===== config.mk =====
export PLATFORM = sky130hd
export DESIGN_NAME = cdx_top
export DESIGN_NICKNAME = d
export VERILOG_FILES = /design/src/pkg/cdx_pkg.sv /design/src/core/cdx_fifo.sv /design/src/core/cdx_lock.sv /design/src/core/cdx_top.sv
export SDC_FILE = /design/constraint.sdc
export NUM_CORES = 1
export LEC_CHECK = 0
export BUFFER_PORTS_ARGS = -buffer_cell sky130_fd_sc_hd__buf_2
export CAP_MARGIN = 20
export CORE_MARGIN = 3
export CORE_UTILIZATION = 30
export CTS_CLUSTER_DIAMETER = 60
export DETAILED_ROUTE_END_ITERATION = 10
export PLACE_DENSITY = 0.54
export REMOVE_ABC_BUFFERS = 1
export SYNTH_ARGS = -nofsm -noshare
export SYNTH_HDL_FRONTEND = slang
export SYNTH_SLANG_ARGS = --single-unit

===== constraint.sdc =====
create_clock -name i_clk -period 4.8 [get_ports i_clk]
set_clock_uncertainty 0.2 [all_clocks]
set_input_delay 0.48 -clock i_clk [delete_from_list [all_inputs] [get_ports i_clk]]
set_output_delay 0.48 -clock i_clk [all_outputs]
set_load 0.01 [all_outputs]

===== src/pkg/cdx_pkg.sv =====
// shared constants and carrier types for the cdr lane splitter
package cdx_pkg;
   localparam int         CLK_MHZ        = 125;
   localparam int         FIFO_WIDTH     = 2;
   localparam int         FIFO_DEPTH     = 32;
   localparam int         RATIO_DIV      = 32;
   localparam int         PPM_TOL        = 1000;
   // short window keeps the first judgement inside a run; tolerance rounds to one count
   localparam int         WIN_REF        = 1000;
   localparam int         WIN_TOL        = (WIN_REF * PPM_TOL + 999_999) / 1_000_000;
   localparam logic [2:0] BAND_OFF_LO    = 3'h0;
   localparam logic [2:0] BAND_OFF_HI    = 3'h7;
   localparam logic       POL_RESET      = 1'h1;
   localparam logic [1:0] GAIN_RESET     = 2'h3;
   localparam logic [7:0] FOLLOW_RESET   = 8'h80;
   localparam int         CP_STEP_00_UA  = 310;
   localparam int         CP_STEP_01_UA  = 270;
   localparam int         CP_STEP_10_UA  = 40;
   localparam int         CP_STEP_11_UA  = 0;

   typedef struct packed {
      logic [2:0] band_sel;
      logic [1:0] cp_gain;
      logic [7:0] follow_cur;
      logic       ref_lvds;
      logic       pol_direct;
      logic       lane_swap;
      logic       full_out_en;
      logic       clk_out_en;
      logic       half_lane_out_enable;
   } cdx_cfg_t;

   typedef struct packed {
      logic lane1;
      logic lane0;
   } cdx_word_t;
endpackage


===== src/core/cdx_fifo.sv =====
// parameterised valid/ready fifo for the demultiplexed words
`timescale 1ns/10ps
module cdx_fifo #(
   parameter int WIDTH = 2,
   parameter int DEPTH = 32
) (
   // clock and reset
   input  wire logic             i_clk,
   input  wire logic             i_reset_n,
   // fill side
   input  wire logic             i_wr_valid,
   output logic                  o_wr_ready,
   input  wire logic [WIDTH-1:0] i_wr_data,
   // drain side
   output logic                  o_rd_valid,
   input  wire logic             i_rd_ready,
   output logic      [WIDTH-1:0] o_rd_data
);
   localparam int AW = $clog2(DEPTH);

   typedef struct packed {
      logic [AW-1:0] wp;
      logic [AW-1:0] rp;
      logic [AW:0]   cnt;
   } cdx_fifo_st_t;

   cdx_fifo_st_t st_q;
   cdx_fifo_st_t st_d;
   logic [WIDTH-1:0] mem_q [DEPTH];
   logic             wr;
   logic             rd;

   assign o_wr_ready = (st_q.cnt != (AW+1)'(DEPTH));
   assign o_rd_valid = (st_q.cnt != '0);
   assign o_rd_data  = mem_q[st_q.rp];
   assign wr         = i_wr_valid && o_wr_ready;
   assign rd         = o_rd_valid && i_rd_ready;

   always_comb begin
      st_d = st_q;
      if (wr) begin
         st_d.wp = st_q.wp + 1'b1;
      end
      if (rd) begin
         st_d.rp = st_q.rp + 1'b1;
      end
      st_d.cnt = st_q.cnt + (AW+1)'(wr) - (AW+1)'(rd);
   end

   always_ff @(posedge i_clk or negedge i_reset_n) begin
      if (!i_reset_n) begin
         st_q <= '0;
      end else begin
         st_q <= st_d;
      end
   end

   // storage has no reset; only pointers define content
   always_ff @(posedge i_clk) begin
      if (wr) begin
         mem_q[st_q.wp] <= i_wr_data;
      end
   end

   property p_no_overflow;
      @(posedge i_clk) disable iff (!i_reset_n)
      st_q.cnt <= (AW+1)'(DEPTH);
   endproperty
   a_no_overflow: assert property (p_no_overflow) else $error("fifo count exceeds depth");
endmodule // cdx_fifo


===== src/core/cdx_lock.sv =====
// frequency lock detector: recovered clock over 32 versus reference
`timescale 1ns/10ps
module cdx_lock (
   // clock and reset
   input  wire logic i_clk,
   input  wire logic i_reset_n,
   // events, all three already in i_clk domain
   input  wire logic i_rec_div_tick,
   input  wire logic i_ref_tick,
   input  wire logic i_osc_off,
   // alarm
   output logic      o_lol
);
   typedef struct packed {
      logic [15:0] ref_cnt;
      logic [15:0] rec_cnt;
      logic        lol;
   } cdx_lock_st_t;

   cdx_lock_st_t st_q;
   cdx_lock_st_t st_d;
   logic [15:0]  diff;

   assign diff  = (st_q.rec_cnt > st_q.ref_cnt) ? st_q.rec_cnt - st_q.ref_cnt
                                                : st_q.ref_cnt - st_q.rec_cnt;
   assign o_lol = st_q.lol;

   always_comb begin
      st_d = st_q;
      st_d.rec_cnt = st_q.rec_cnt + 16'(i_rec_div_tick);
      st_d.ref_cnt = st_q.ref_cnt + 16'(i_ref_tick);
      if (i_osc_off) begin
         st_d.lol     = 1'b1; // see RULE22
         st_d.rec_cnt = '0;
         st_d.ref_cnt = '0;
      end else if (st_q.ref_cnt == 16'(cdx_pkg::WIN_REF)) begin
         // window closed: judge then restart both counts
         st_d.lol     = (diff > 16'(cdx_pkg::WIN_TOL)); // see RULE10 see RULE21
         st_d.rec_cnt = '0;
         st_d.ref_cnt = '0;
      end
   end

   always_ff @(posedge i_clk or negedge i_reset_n) begin
      if (!i_reset_n) begin
         st_q <= '{ref_cnt: 16'h0000, rec_cnt: 16'h0000, lol: 1'b1};
      end else begin
         st_q <= st_d;
      end
   end

   property p_off_alarm;
      @(posedge i_clk) disable iff (!i_reset_n)
      i_osc_off |=> o_lol;
   endproperty
   a_off_alarm: assert property (p_off_alarm) else $error("alarm not held while oscillator off"); // see RULE22
endmodule // cdx_lock


===== src/core/cdx_top.sv =====
// cdr lane splitter: retimed serial stream to two half-rate lanes
// What this block does
// RULE1 - split retimed serial bits into two half-rate lanes
// RULE2 - also output the full-rate retimed serial stream
// RULE3 - output half-rate clock aligned with the two lanes
// RULE4 - full-rate, clock and lane outputs each have own enable
// RULE5 - polarity 1 passes data, 0 inverts all three data outputs
// RULE6 - lane swap exchanges which lane carries which word bit
// RULE7 - downstream may toggle swap blindly and find correct order itself
// RULE8 - band codes 1..6 enable an oscillator band, 0 and 7 off
// RULE9 - system supplies reference at one thirty-second of oscillator
// RULE10 - alarm when divided clock differs from reference beyond 1000 ppm
// RULE11 - divide recovered clock by two and demultiplex with it
// RULE12 - two gain bits pick charge pump current step
// RULE13 - follower current byte sets current linearly, higher is more
// RULE14 - reference input mode low is cml, high is lvds
// RULE15 - sample point defaults to middle of each data bit
// RULE16 - frequency loop tracks reference, phase loop tracks data edges
// RULE17 - capture on both half-clock edges forming words ordered by swap
// RULE18 - half clock falling edge coincides with lane transitions; here lanes move at each buffer pop, every cycle while a backlog drains
// RULE19 - each enable bit 1 turns buffer on, 0 turns off
// RULE20 - host holds write enable low while shifting config bits
// RULE21 - lock detect counts both clocks over a window
// RULE22 - alarm held while oscillator is off
`timescale 1ns/10ps
module cdx_top (
   // clock and reset
   input  wire logic             i_clk,
   input  wire logic             i_reset_n,
   // serial line, asynchronous pins
   input  wire logic             i_serial_data_in,
   input  wire logic             i_ref_clock_in,
   // configuration levels
   input  wire cdx_pkg::cdx_cfg_t i_cfg,
   // full-rate retimed output
   output logic                  o_full_data,
   // half-rate outputs
   output logic                  o_half_clock_out,
   output logic                  o_half_lane_zero_out,
   output logic                  o_half_lane_one_out,
   output logic                  o_word_valid,
   input  wire logic             i_word_ready,
   // analog-facing settings
   output logic [2:0]            o_band_onehot_idx,
   output logic                  o_osc_on,
   output logic [8:0]            o_cp_step_ua,
   output logic [7:0]            o_follow_cur,
   output logic                  o_ref_lvds,
   output logic                  o_fifo_stall,
   // alarm
   output logic                  o_loss_of_lock
);
   //////////////////////////////////////////////////////////////////////////
   // decoding helpers

   function automatic logic band_on(input logic [2:0] code);
      band_on = (code != cdx_pkg::BAND_OFF_LO) && (code != cdx_pkg::BAND_OFF_HI);
   endfunction

   function automatic logic [8:0] cp_step(input logic [1:0] g);
      case (g)
         2'h0:    cp_step = 9'(cdx_pkg::CP_STEP_00_UA);
         2'h1:    cp_step = 9'(cdx_pkg::CP_STEP_01_UA);
         2'h2:    cp_step = 9'(cdx_pkg::CP_STEP_10_UA);
         default: cp_step = 9'(cdx_pkg::CP_STEP_11_UA);
      endcase
   endfunction

   //////////////////////////////////////////////////////////////////////////
   // state

   typedef enum logic [0:0] {PH_EVEN, PH_ODD} cdx_phase_t;

   typedef struct packed {
      logic [1:0]  data_sync;
      logic [2:0]  ref_sync;
      logic [4:0]  rec_div;
      logic        rec_tick;
      logic        ref_tick;
      cdx_phase_t  phase;
      logic        first_bit;
      logic        full_data;
      logic        half_clk;
      logic        lane0;
      logic        lane1;
      logic        push;
      logic [1:0]  push_word;
      logic        osc_on;
      logic [2:0]  band;
      logic [8:0]  cp;
      logic [7:0]  follow;
      logic        lvds;
   } cdx_st_t;

   cdx_st_t          st_q;
   cdx_st_t          st_d;
   logic             wr_ready;
   logic             rd_valid;
   logic [1:0]       rd_data;
   logic             lol;
   logic             retimed;
   logic             pol_x;

   // the recovered clock is i_clk; each i_clk edge samples mid-bit
   // after the second sync stage (see RULE15 see RULE16)
   assign retimed = st_q.data_sync[1];
   assign pol_x   = ~i_cfg.pol_direct; // see RULE5

   //////////////////////////////////////////////////////////////////////////
   // next state

   always_comb begin
      st_d           = st_q;
      st_d.data_sync = {st_q.data_sync[0], i_serial_data_in};
      st_d.ref_sync  = {st_q.ref_sync[1:0], i_ref_clock_in};
      // reference edge only from the second stage onward
      st_d.ref_tick  = st_q.ref_sync[1] & ~st_q.ref_sync[2]; // see RULE16
      st_d.rec_div   = st_q.rec_div + 5'h01;
      st_d.rec_tick  = (st_q.rec_div == 5'(cdx_pkg::RATIO_DIV - 1));
      st_d.osc_on    = band_on(i_cfg.band_sel); // see RULE8
      st_d.band      = st_d.osc_on ? i_cfg.band_sel - 3'h1 : 3'h0;
      st_d.cp        = cp_step(i_cfg.cp_gain); // see RULE12
      st_d.follow    = i_cfg.follow_cur; // see RULE13
      st_d.lvds      = i_cfg.ref_lvds; // see RULE14
      st_d.push      = 1'b0;
      // full-rate retimed copy, gated by its enable
      st_d.full_data = i_cfg.full_out_en ? (retimed ^ pol_x) : 1'b0; // see RULE2 see RULE4 see RULE19
      if (st_q.osc_on) begin
         // half clock toggles every bit: divide by two
         st_d.half_clk = ~st_q.half_clk; // see RULE11
         case (st_q.phase)
            PH_EVEN: begin
               st_d.first_bit = retimed; // see RULE17
               st_d.phase     = PH_ODD;
            end
            PH_ODD: begin
               // word lands as half clock falls: lanes change at each buffer pop, on a falling edge only while no backlog is queued
               st_d.push      = 1'b1; // see RULE1 see RULE18
               st_d.push_word = i_cfg.lane_swap ? {st_q.first_bit, retimed}
                                                : {retimed, st_q.first_bit}; // see RULE6 see RULE7
               st_d.phase     = PH_EVEN;
            end
            default: st_d.phase = PH_EVEN;
         endcase
      end else begin
         st_d.half_clk = 1'b0;
         st_d.phase    = PH_EVEN;
      end
      if (rd_valid && i_word_ready) begin
         st_d.lane0 = i_cfg.half_lane_out_enable ? rd_data[0] ^ pol_x : 1'b0; // see RULE4 see RULE5
         st_d.lane1 = i_cfg.half_lane_out_enable ? rd_data[1] ^ pol_x : 1'b0;
      end else if (!i_cfg.half_lane_out_enable) begin
         st_d.lane0 = 1'b0; // see RULE19
         st_d.lane1 = 1'b0;
      end
   end

   always_ff @(posedge i_clk or negedge i_reset_n) begin
      if (!i_reset_n) begin
         st_q <= '0;
      end else begin
         st_q <= st_d;
      end
   end

   //////////////////////////////////////////////////////////////////////////
   // word buffer and lock detector

   cdx_fifo #(
      .WIDTH (cdx_pkg::FIFO_WIDTH),
      .DEPTH (cdx_pkg::FIFO_DEPTH)
   ) u_fifo (
      .i_clk      (i_clk),
      .i_reset_n  (i_reset_n),
      .i_wr_valid (st_q.push),
      .o_wr_ready (wr_ready),
      .i_wr_data  (st_q.push_word),
      .o_rd_valid (rd_valid),
      .i_rd_ready (i_word_ready),
      .o_rd_data  (rd_data)
   );

   cdx_lock u_lock (
      .i_clk          (i_clk),
      .i_reset_n      (i_reset_n),
      .i_rec_div_tick (st_q.rec_tick),
      .i_ref_tick     (st_q.ref_tick),
      .i_osc_off      (!st_q.osc_on),
      .o_lol          (lol)
   );

   //////////////////////////////////////////////////////////////////////////
   // outputs

   assign o_full_data          = st_q.full_data;
   assign o_half_clock_out     = i_cfg.clk_out_en & st_q.half_clk; // see RULE3 see RULE4
   assign o_half_lane_zero_out = st_q.lane0;
   assign o_half_lane_one_out  = st_q.lane1;
   assign o_word_valid         = rd_valid;
   assign o_band_onehot_idx    = st_q.band;
   assign o_osc_on             = st_q.osc_on;
   assign o_cp_step_ua         = st_q.cp;
   assign o_follow_cur         = st_q.follow;
   assign o_ref_lvds           = st_q.lvds;
   // a full buffer drops the word: the serial line cannot be paused
   assign o_fifo_stall         = st_q.push & ~wr_ready;
   assign o_loss_of_lock       = lol; // see RULE10

   //////////////////////////////////////////////////////////////////////////
   // checks

   property p_full_copy;
      @(posedge i_clk) disable iff (!i_reset_n)
      i_cfg.full_out_en |=> (o_full_data == ($past(retimed) ^ ~$past(i_cfg.pol_direct)));
   endproperty
   a_full_copy: assert property (p_full_copy) else $error("full-rate copy wrong"); // see RULE2

   property p_osc_band;
      @(posedge i_clk) disable iff (!i_reset_n)
      ##1 (o_osc_on == band_on($past(i_cfg.band_sel)));
   endproperty
   a_osc_band: assert property (p_osc_band) else $error("band decode wrong"); // see RULE8

   property p_half_div;
      @(posedge i_clk) disable iff (!i_reset_n)
      (st_q.osc_on && $past(st_q.osc_on)) |-> (st_q.half_clk != $past(st_q.half_clk));
   endproperty
   a_half_div: assert property (p_half_div) else $error("half clock not dividing"); // see RULE11

   property p_push_phase;
      @(posedge i_clk) disable iff (!i_reset_n)
      st_q.push |-> (st_q.phase == PH_EVEN) && !st_q.half_clk;
   endproperty
   a_push_phase: assert property (p_push_phase) else $error("word not on falling edge"); // see RULE18

   property p_swap;
      @(posedge i_clk) disable iff (!i_reset_n)
      (st_q.osc_on && st_q.phase == PH_ODD && i_cfg.lane_swap)
         |=> st_q.push_word[1] == $past(st_q.first_bit);
   endproperty
   a_swap: assert property (p_swap) else $error("lane order wrong"); // see RULE6

   property p_lane_off;
      @(posedge i_clk) disable iff (!i_reset_n)
      !i_cfg.half_lane_out_enable |=> !o_half_lane_zero_out && !o_half_lane_one_out;
   endproperty
   a_lane_off: assert property (p_lane_off) else $error("lane not muted"); // see RULE19

   property p_clk_off;
      @(posedge i_clk) disable iff (!i_reset_n)
      !i_cfg.clk_out_en |-> !o_half_clock_out;
   endproperty
   a_clk_off: assert property (p_clk_off) else $error("clock out not muted"); // see RULE4

   property p_cp;
      @(posedge i_clk) disable iff (!i_reset_n)
      (i_cfg.cp_gain == 2'h3) |=> o_cp_step_ua == 9'h000;
   endproperty
   a_cp: assert property (p_cp) else $error("gain step wrong"); // see RULE12

   property p_off_lol;
      @(posedge i_clk) disable iff (!i_reset_n)
      !band_on(i_cfg.band_sel) |-> ##[1:3] o_loss_of_lock;
   endproperty
   a_off_lol: assert property (p_off_lol) else $error("no alarm when oscillator off"); // see RULE10

   property p_no_swap;
      @(posedge i_clk) disable iff (!i_reset_n)
      (st_q.osc_on && st_q.phase == PH_ODD && !i_cfg.lane_swap)
         |=> st_q.push_word[0] == $past(st_q.first_bit);
   endproperty
   a_no_swap: assert property (p_no_swap) else $error("lane order wrong without swap"); // see RULE17

   property p_push_on;
      @(posedge i_clk) disable iff (!i_reset_n)
      st_q.push |-> $past(st_q.osc_on);
   endproperty
   a_push_on: assert property (p_push_on) else $error("word formed while oscillator off"); // see RULE8

   property p_push_rate;
      @(posedge i_clk) disable iff (!i_reset_n)
      st_q.push |=> !st_q.push;
   endproperty
   a_push_rate: assert property (p_push_rate) else $error("words faster than half rate"); // see RULE1

   property p_lane0_pop;
      @(posedge i_clk) disable iff (!i_reset_n)
      (rd_valid && i_word_ready && i_cfg.half_lane_out_enable)
         |=> o_half_lane_zero_out == ($past(rd_data[0]) ^ ~$past(i_cfg.pol_direct));
   endproperty
   a_lane0_pop: assert property (p_lane0_pop) else $error("lane zero value wrong"); // see RULE5

   property p_lane1_pop;
      @(posedge i_clk) disable iff (!i_reset_n)
      (rd_valid && i_word_ready && i_cfg.half_lane_out_enable)
         |=> o_half_lane_one_out == ($past(rd_data[1]) ^ ~$past(i_cfg.pol_direct));
   endproperty
   a_lane1_pop: assert property (p_lane1_pop) else $error("lane one value wrong"); // see RULE5

   property p_lane_hold;
      @(posedge i_clk) disable iff (!i_reset_n)
      (!(rd_valid && i_word_ready) && i_cfg.half_lane_out_enable)
         |=> $stable(o_half_lane_zero_out) && $stable(o_half_lane_one_out);
   endproperty
   a_lane_hold: assert property (p_lane_hold) else $error("lanes moved without a word"); // see RULE1

   property p_half_off;
      @(posedge i_clk) disable iff (!i_reset_n)
      !st_q.osc_on |=> !st_q.half_clk;
   endproperty
   a_half_off: assert property (p_half_off) else $error("half clock runs while off"); // see RULE8

   property p_full_off;
      @(posedge i_clk) disable iff (!i_reset_n)
      !i_cfg.full_out_en |=> !o_full_data;
   endproperty
   a_full_off: assert property (p_full_off) else $error("full-rate output not muted"); // see RULE19

   property p_follow;
      @(posedge i_clk) disable iff (!i_reset_n)
      1'b1 |=> o_follow_cur == $past(i_cfg.follow_cur);
   endproperty
   a_follow: assert property (p_follow) else $error("follower code not passed"); // see RULE13

   property p_ref_mode;
      @(posedge i_clk) disable iff (!i_reset_n)
      1'b1 |=> o_ref_lvds == $past(i_cfg.ref_lvds);
   endproperty
   a_ref_mode: assert property (p_ref_mode) else $error("reference mode not passed"); // see RULE14

   property p_band_idx;
      @(posedge i_clk) disable iff (!i_reset_n)
      band_on(i_cfg.band_sel) |=> o_band_onehot_idx == $past(i_cfg.band_sel) - 3'h1;
   endproperty
   a_band_idx: assert property (p_band_idx) else $error("band index wrong"); // see RULE8

   property p_cp_low;
      @(posedge i_clk) disable iff (!i_reset_n)
      (i_cfg.cp_gain == 2'h0) |=> o_cp_step_ua == 9'(cdx_pkg::CP_STEP_00_UA);
   endproperty
   a_cp_low: assert property (p_cp_low) else $error("lowest gain step wrong"); // see RULE12

   property p_ref_pulse;
      @(posedge i_clk) disable iff (!i_reset_n)
      st_q.ref_tick |=> !st_q.ref_tick;
   endproperty
   a_ref_pulse: assert property (p_ref_pulse) else $error("reference edge not single"); // see RULE16
endmodule // cdx_top


==> run metrics <==
dpl hpwl=12900 um; Reg area=4100 um^2; Placeable Area=~27000 um^2; Ports=53; share of the clock period used by the worst path=0.694; final slew viol count=0; placed insts=1091; Async SR Flop Fraction=0.576; CP Capture Type=flip-flop; multi-input gate area in the final layout=approximately 3600 um^2; Buffers on Ports=between 40 and 50; Yosys reg bits=151; DRC=0; area grow syn2layout=13.8%; RSZ-0062 raised after global routing=no; Fill cells=2654; post-synthesis instance total=743; Worst setup SP type=flip-flop; pwr dens=about 440 nW/um^2; die height=roughly 170 um; Post-synth EDFFs=64; first-pass GRT wire length=29700 um; worst hold slack=45.1 ps; Synth Flop Type=dfrtp_1; CTS buffer count=17; Worst-path clk slew=about 60 ps; top-area cell type share of the netlist area=0.261; most common cell after layout, fill and taps aside=nor2_1; FF-to-FF Start=u_lock.st_q[9]$_DFF_PN0_; Post-DP Area=between 8000 and 9000 um^2; htree depth=4; DRT antenna net count=0; status=finished, final reports clean; hold_buf cts=12; min Tclk post-route=3330 ps; CTS max path bufs=2; max_slew headroom=0.323; Setup Fix Bufs, Post-CTS=0; share of cells above drive strength 1=0.147; most frequent cells in the layout=nor2_1 (87), dfrtp_1 (86), edfxtp_1 (64); VDD IR-drop max=between 200 and 300 uV; max-capacitance violation count=0; row cnt=60; HP Class=input port to flip-flop; synth warn=0; per-cell routed wire length=approximately 16 um; final hold vios=0; antenna diode count=0; later-pin clock latency in the skew report=420 ps; reg2reg end=u_lock.o_lol$_DFFE_PN1P_; Routed Wire Length=17700 um; initial antenna violation count=0; Vias=5495; post-route cell area=9390 um^2; worst-margin pin slew=1020 ps; Post-CTS Resized=0; die area=29500 um^2; fin cells=1137; Setup TNS=0 ps; worst hold start=i_cfg[16]; syn_area_per_cell=~11 um^2; TritonRoute pass-1 iters=5; Total GRT Usage=0.127; Starting Density=0.306; CP required=4940 ps; pin count of the biggest net entering global routing=51; slack of the critical path=1470 ps; leakage power=between 3 and 4 nW; drt via density=just under 5; Mapped Area=8250 um^2; Data arrival, critical path=roughly 3500 ps; hold path depth=2; largest cells by area after synthesis=dfrtp_1 (26%), edfxtp_1 (23%), ha_1 (8.6%); R2R depth=10; clock sink total=151; crit path max fanout=13; Initial DRC Count=292; GPL Wtd Cong=0.824; CTS tree=yes; crit path kind=flip-flop to flip-flop; hold worst-path end=o_band_onehot_idx[0]$_DFF_PN0_; Nets=867; vias in the first global route=5752; GRT Residual Overflow=0; Yosys top cell by area=dfrtp_1; Die W=172 um; reg-to-reg slack, setup=1470 ps; post-synthesis sequential area ratio=0.497; Root Buffer Master=clkbuf_16; Fmax=0.300 GHz; pre-CTS WS=1500 ps; synth unique cells=61; Setup-failing EPs final=0
[layout make-up]
type | count | share of cell area
inverters | 62 | 0.0248
flip-flops and latches | 151 | 0.437
repair buffers | 64 | 0.0459
well taps | 341 | 0.0455
clock inverters | 12 | 0.00960
multi-input cells | 487 | 0.389
clock buffers | 20 | 0.0487
[layer usage]
layer,part of all wire,vias to the layer above,track usage
met1,0.46,2727,0.161
met4,0.0096,0,0.0340
met5,0,-,0
met3,0.029,12,0.0271
met2,0.51,93,0.221
li1,-,2663,-
[through the flow]
| step | util | power [mW] |
|---|---|---|
| finish | 0.348 | 4.08 |
| floorplan | - | 2.54 |
| CTS | 0.346 | 4.11 |
| global route | 0.348 | 4.35 |
| detailed placement | 0.321 | 2.87 |
| global placement | 0.321 | 2.84 |
[report_power, final]
part	switching (mW)	internal, mW
Sequential	0.215	1.53
Clock	0.528	0.695
Combinational	0.539	0.575
Total	1.28	2.80
[cells in the mapped netlist (all sizes together) (5+ instances only)]
library cell and number:
nor2 87, dfrtp 86, nor2b 8, o211ai 5, inv 62, xor2 8, nand3 20, xnor2 49
or2 5, nand2b 5, clkbuf 15, edfxtp 64, a21oi 34, a21o 8, and3 11, ha 57
nand2 36, a31oi 8, a211oi 6, mux2i 9, o21ai 25, mux4 20, nor3 15, buf 30
and2 5, nand4 14
[state kept, by name, summed over array words and instances (netlist names), 3 cells and up]
register	count
u_fifo.st_q	16
o_follow_cur	8
u_lock.st_q	32
o_cp_step_ua	4
st_d	3
o_band_onehot_idx	3
st_q	14
u_fifo.mem_q	64
[cell families after synthesis]
kind of cell / synth area share
and+or+nand+nor: 0.131
DFF: 0.497
AOI/OAI and AO/OA: 0.0860
buffers and inverters: 0.0614
adders and majority gates: 0.0937
xor gates and xnor gates: 0.0605
muxes: 0.0696
other: 0.000455
[worst max-delay path, cell delays in order (launching register included)]
cell and delay, ps:
dfrtp_1 390, inv_1 120, ha_1 590, nand4_4 170, or4_1 600, mux2i_1 200, a21o_2 220, mux2i_1 240
xnor2_1 100, a2111oi_2 310, a21oi_1 110
[worst max path at each step]
stage                         startpoint                       end  slack [ps]  cells past startpoint
3_3_place_gp    u_lock.st_q[9]$_DFF_PN0_  u_lock.o_lol$_DFFE_PN1P_        1550                     10
3_5_place_dp    u_lock.st_q[9]$_DFF_PN0_  u_lock.o_lol$_DFFE_PN1P_        1500                     10
5_1_grt        u_lock.st_q[18]$_DFF_PN0_  u_lock.o_lol$_DFFE_PN1P_        1160                     10
2_1_floorplan   u_lock.st_q[9]$_DFF_PN0_  u_lock.o_lol$_DFFE_PN1P_        1880                     10
6_report        u_lock.st_q[9]$_DFF_PN0_  u_lock.o_lol$_DFFE_PN1P_        1470                     10
4_1_cts         u_lock.st_q[9]$_DFF_PN0_  u_lock.o_lol$_DFFE_PN1P_        1490                     10
Power figures use the tool's default switching activity.
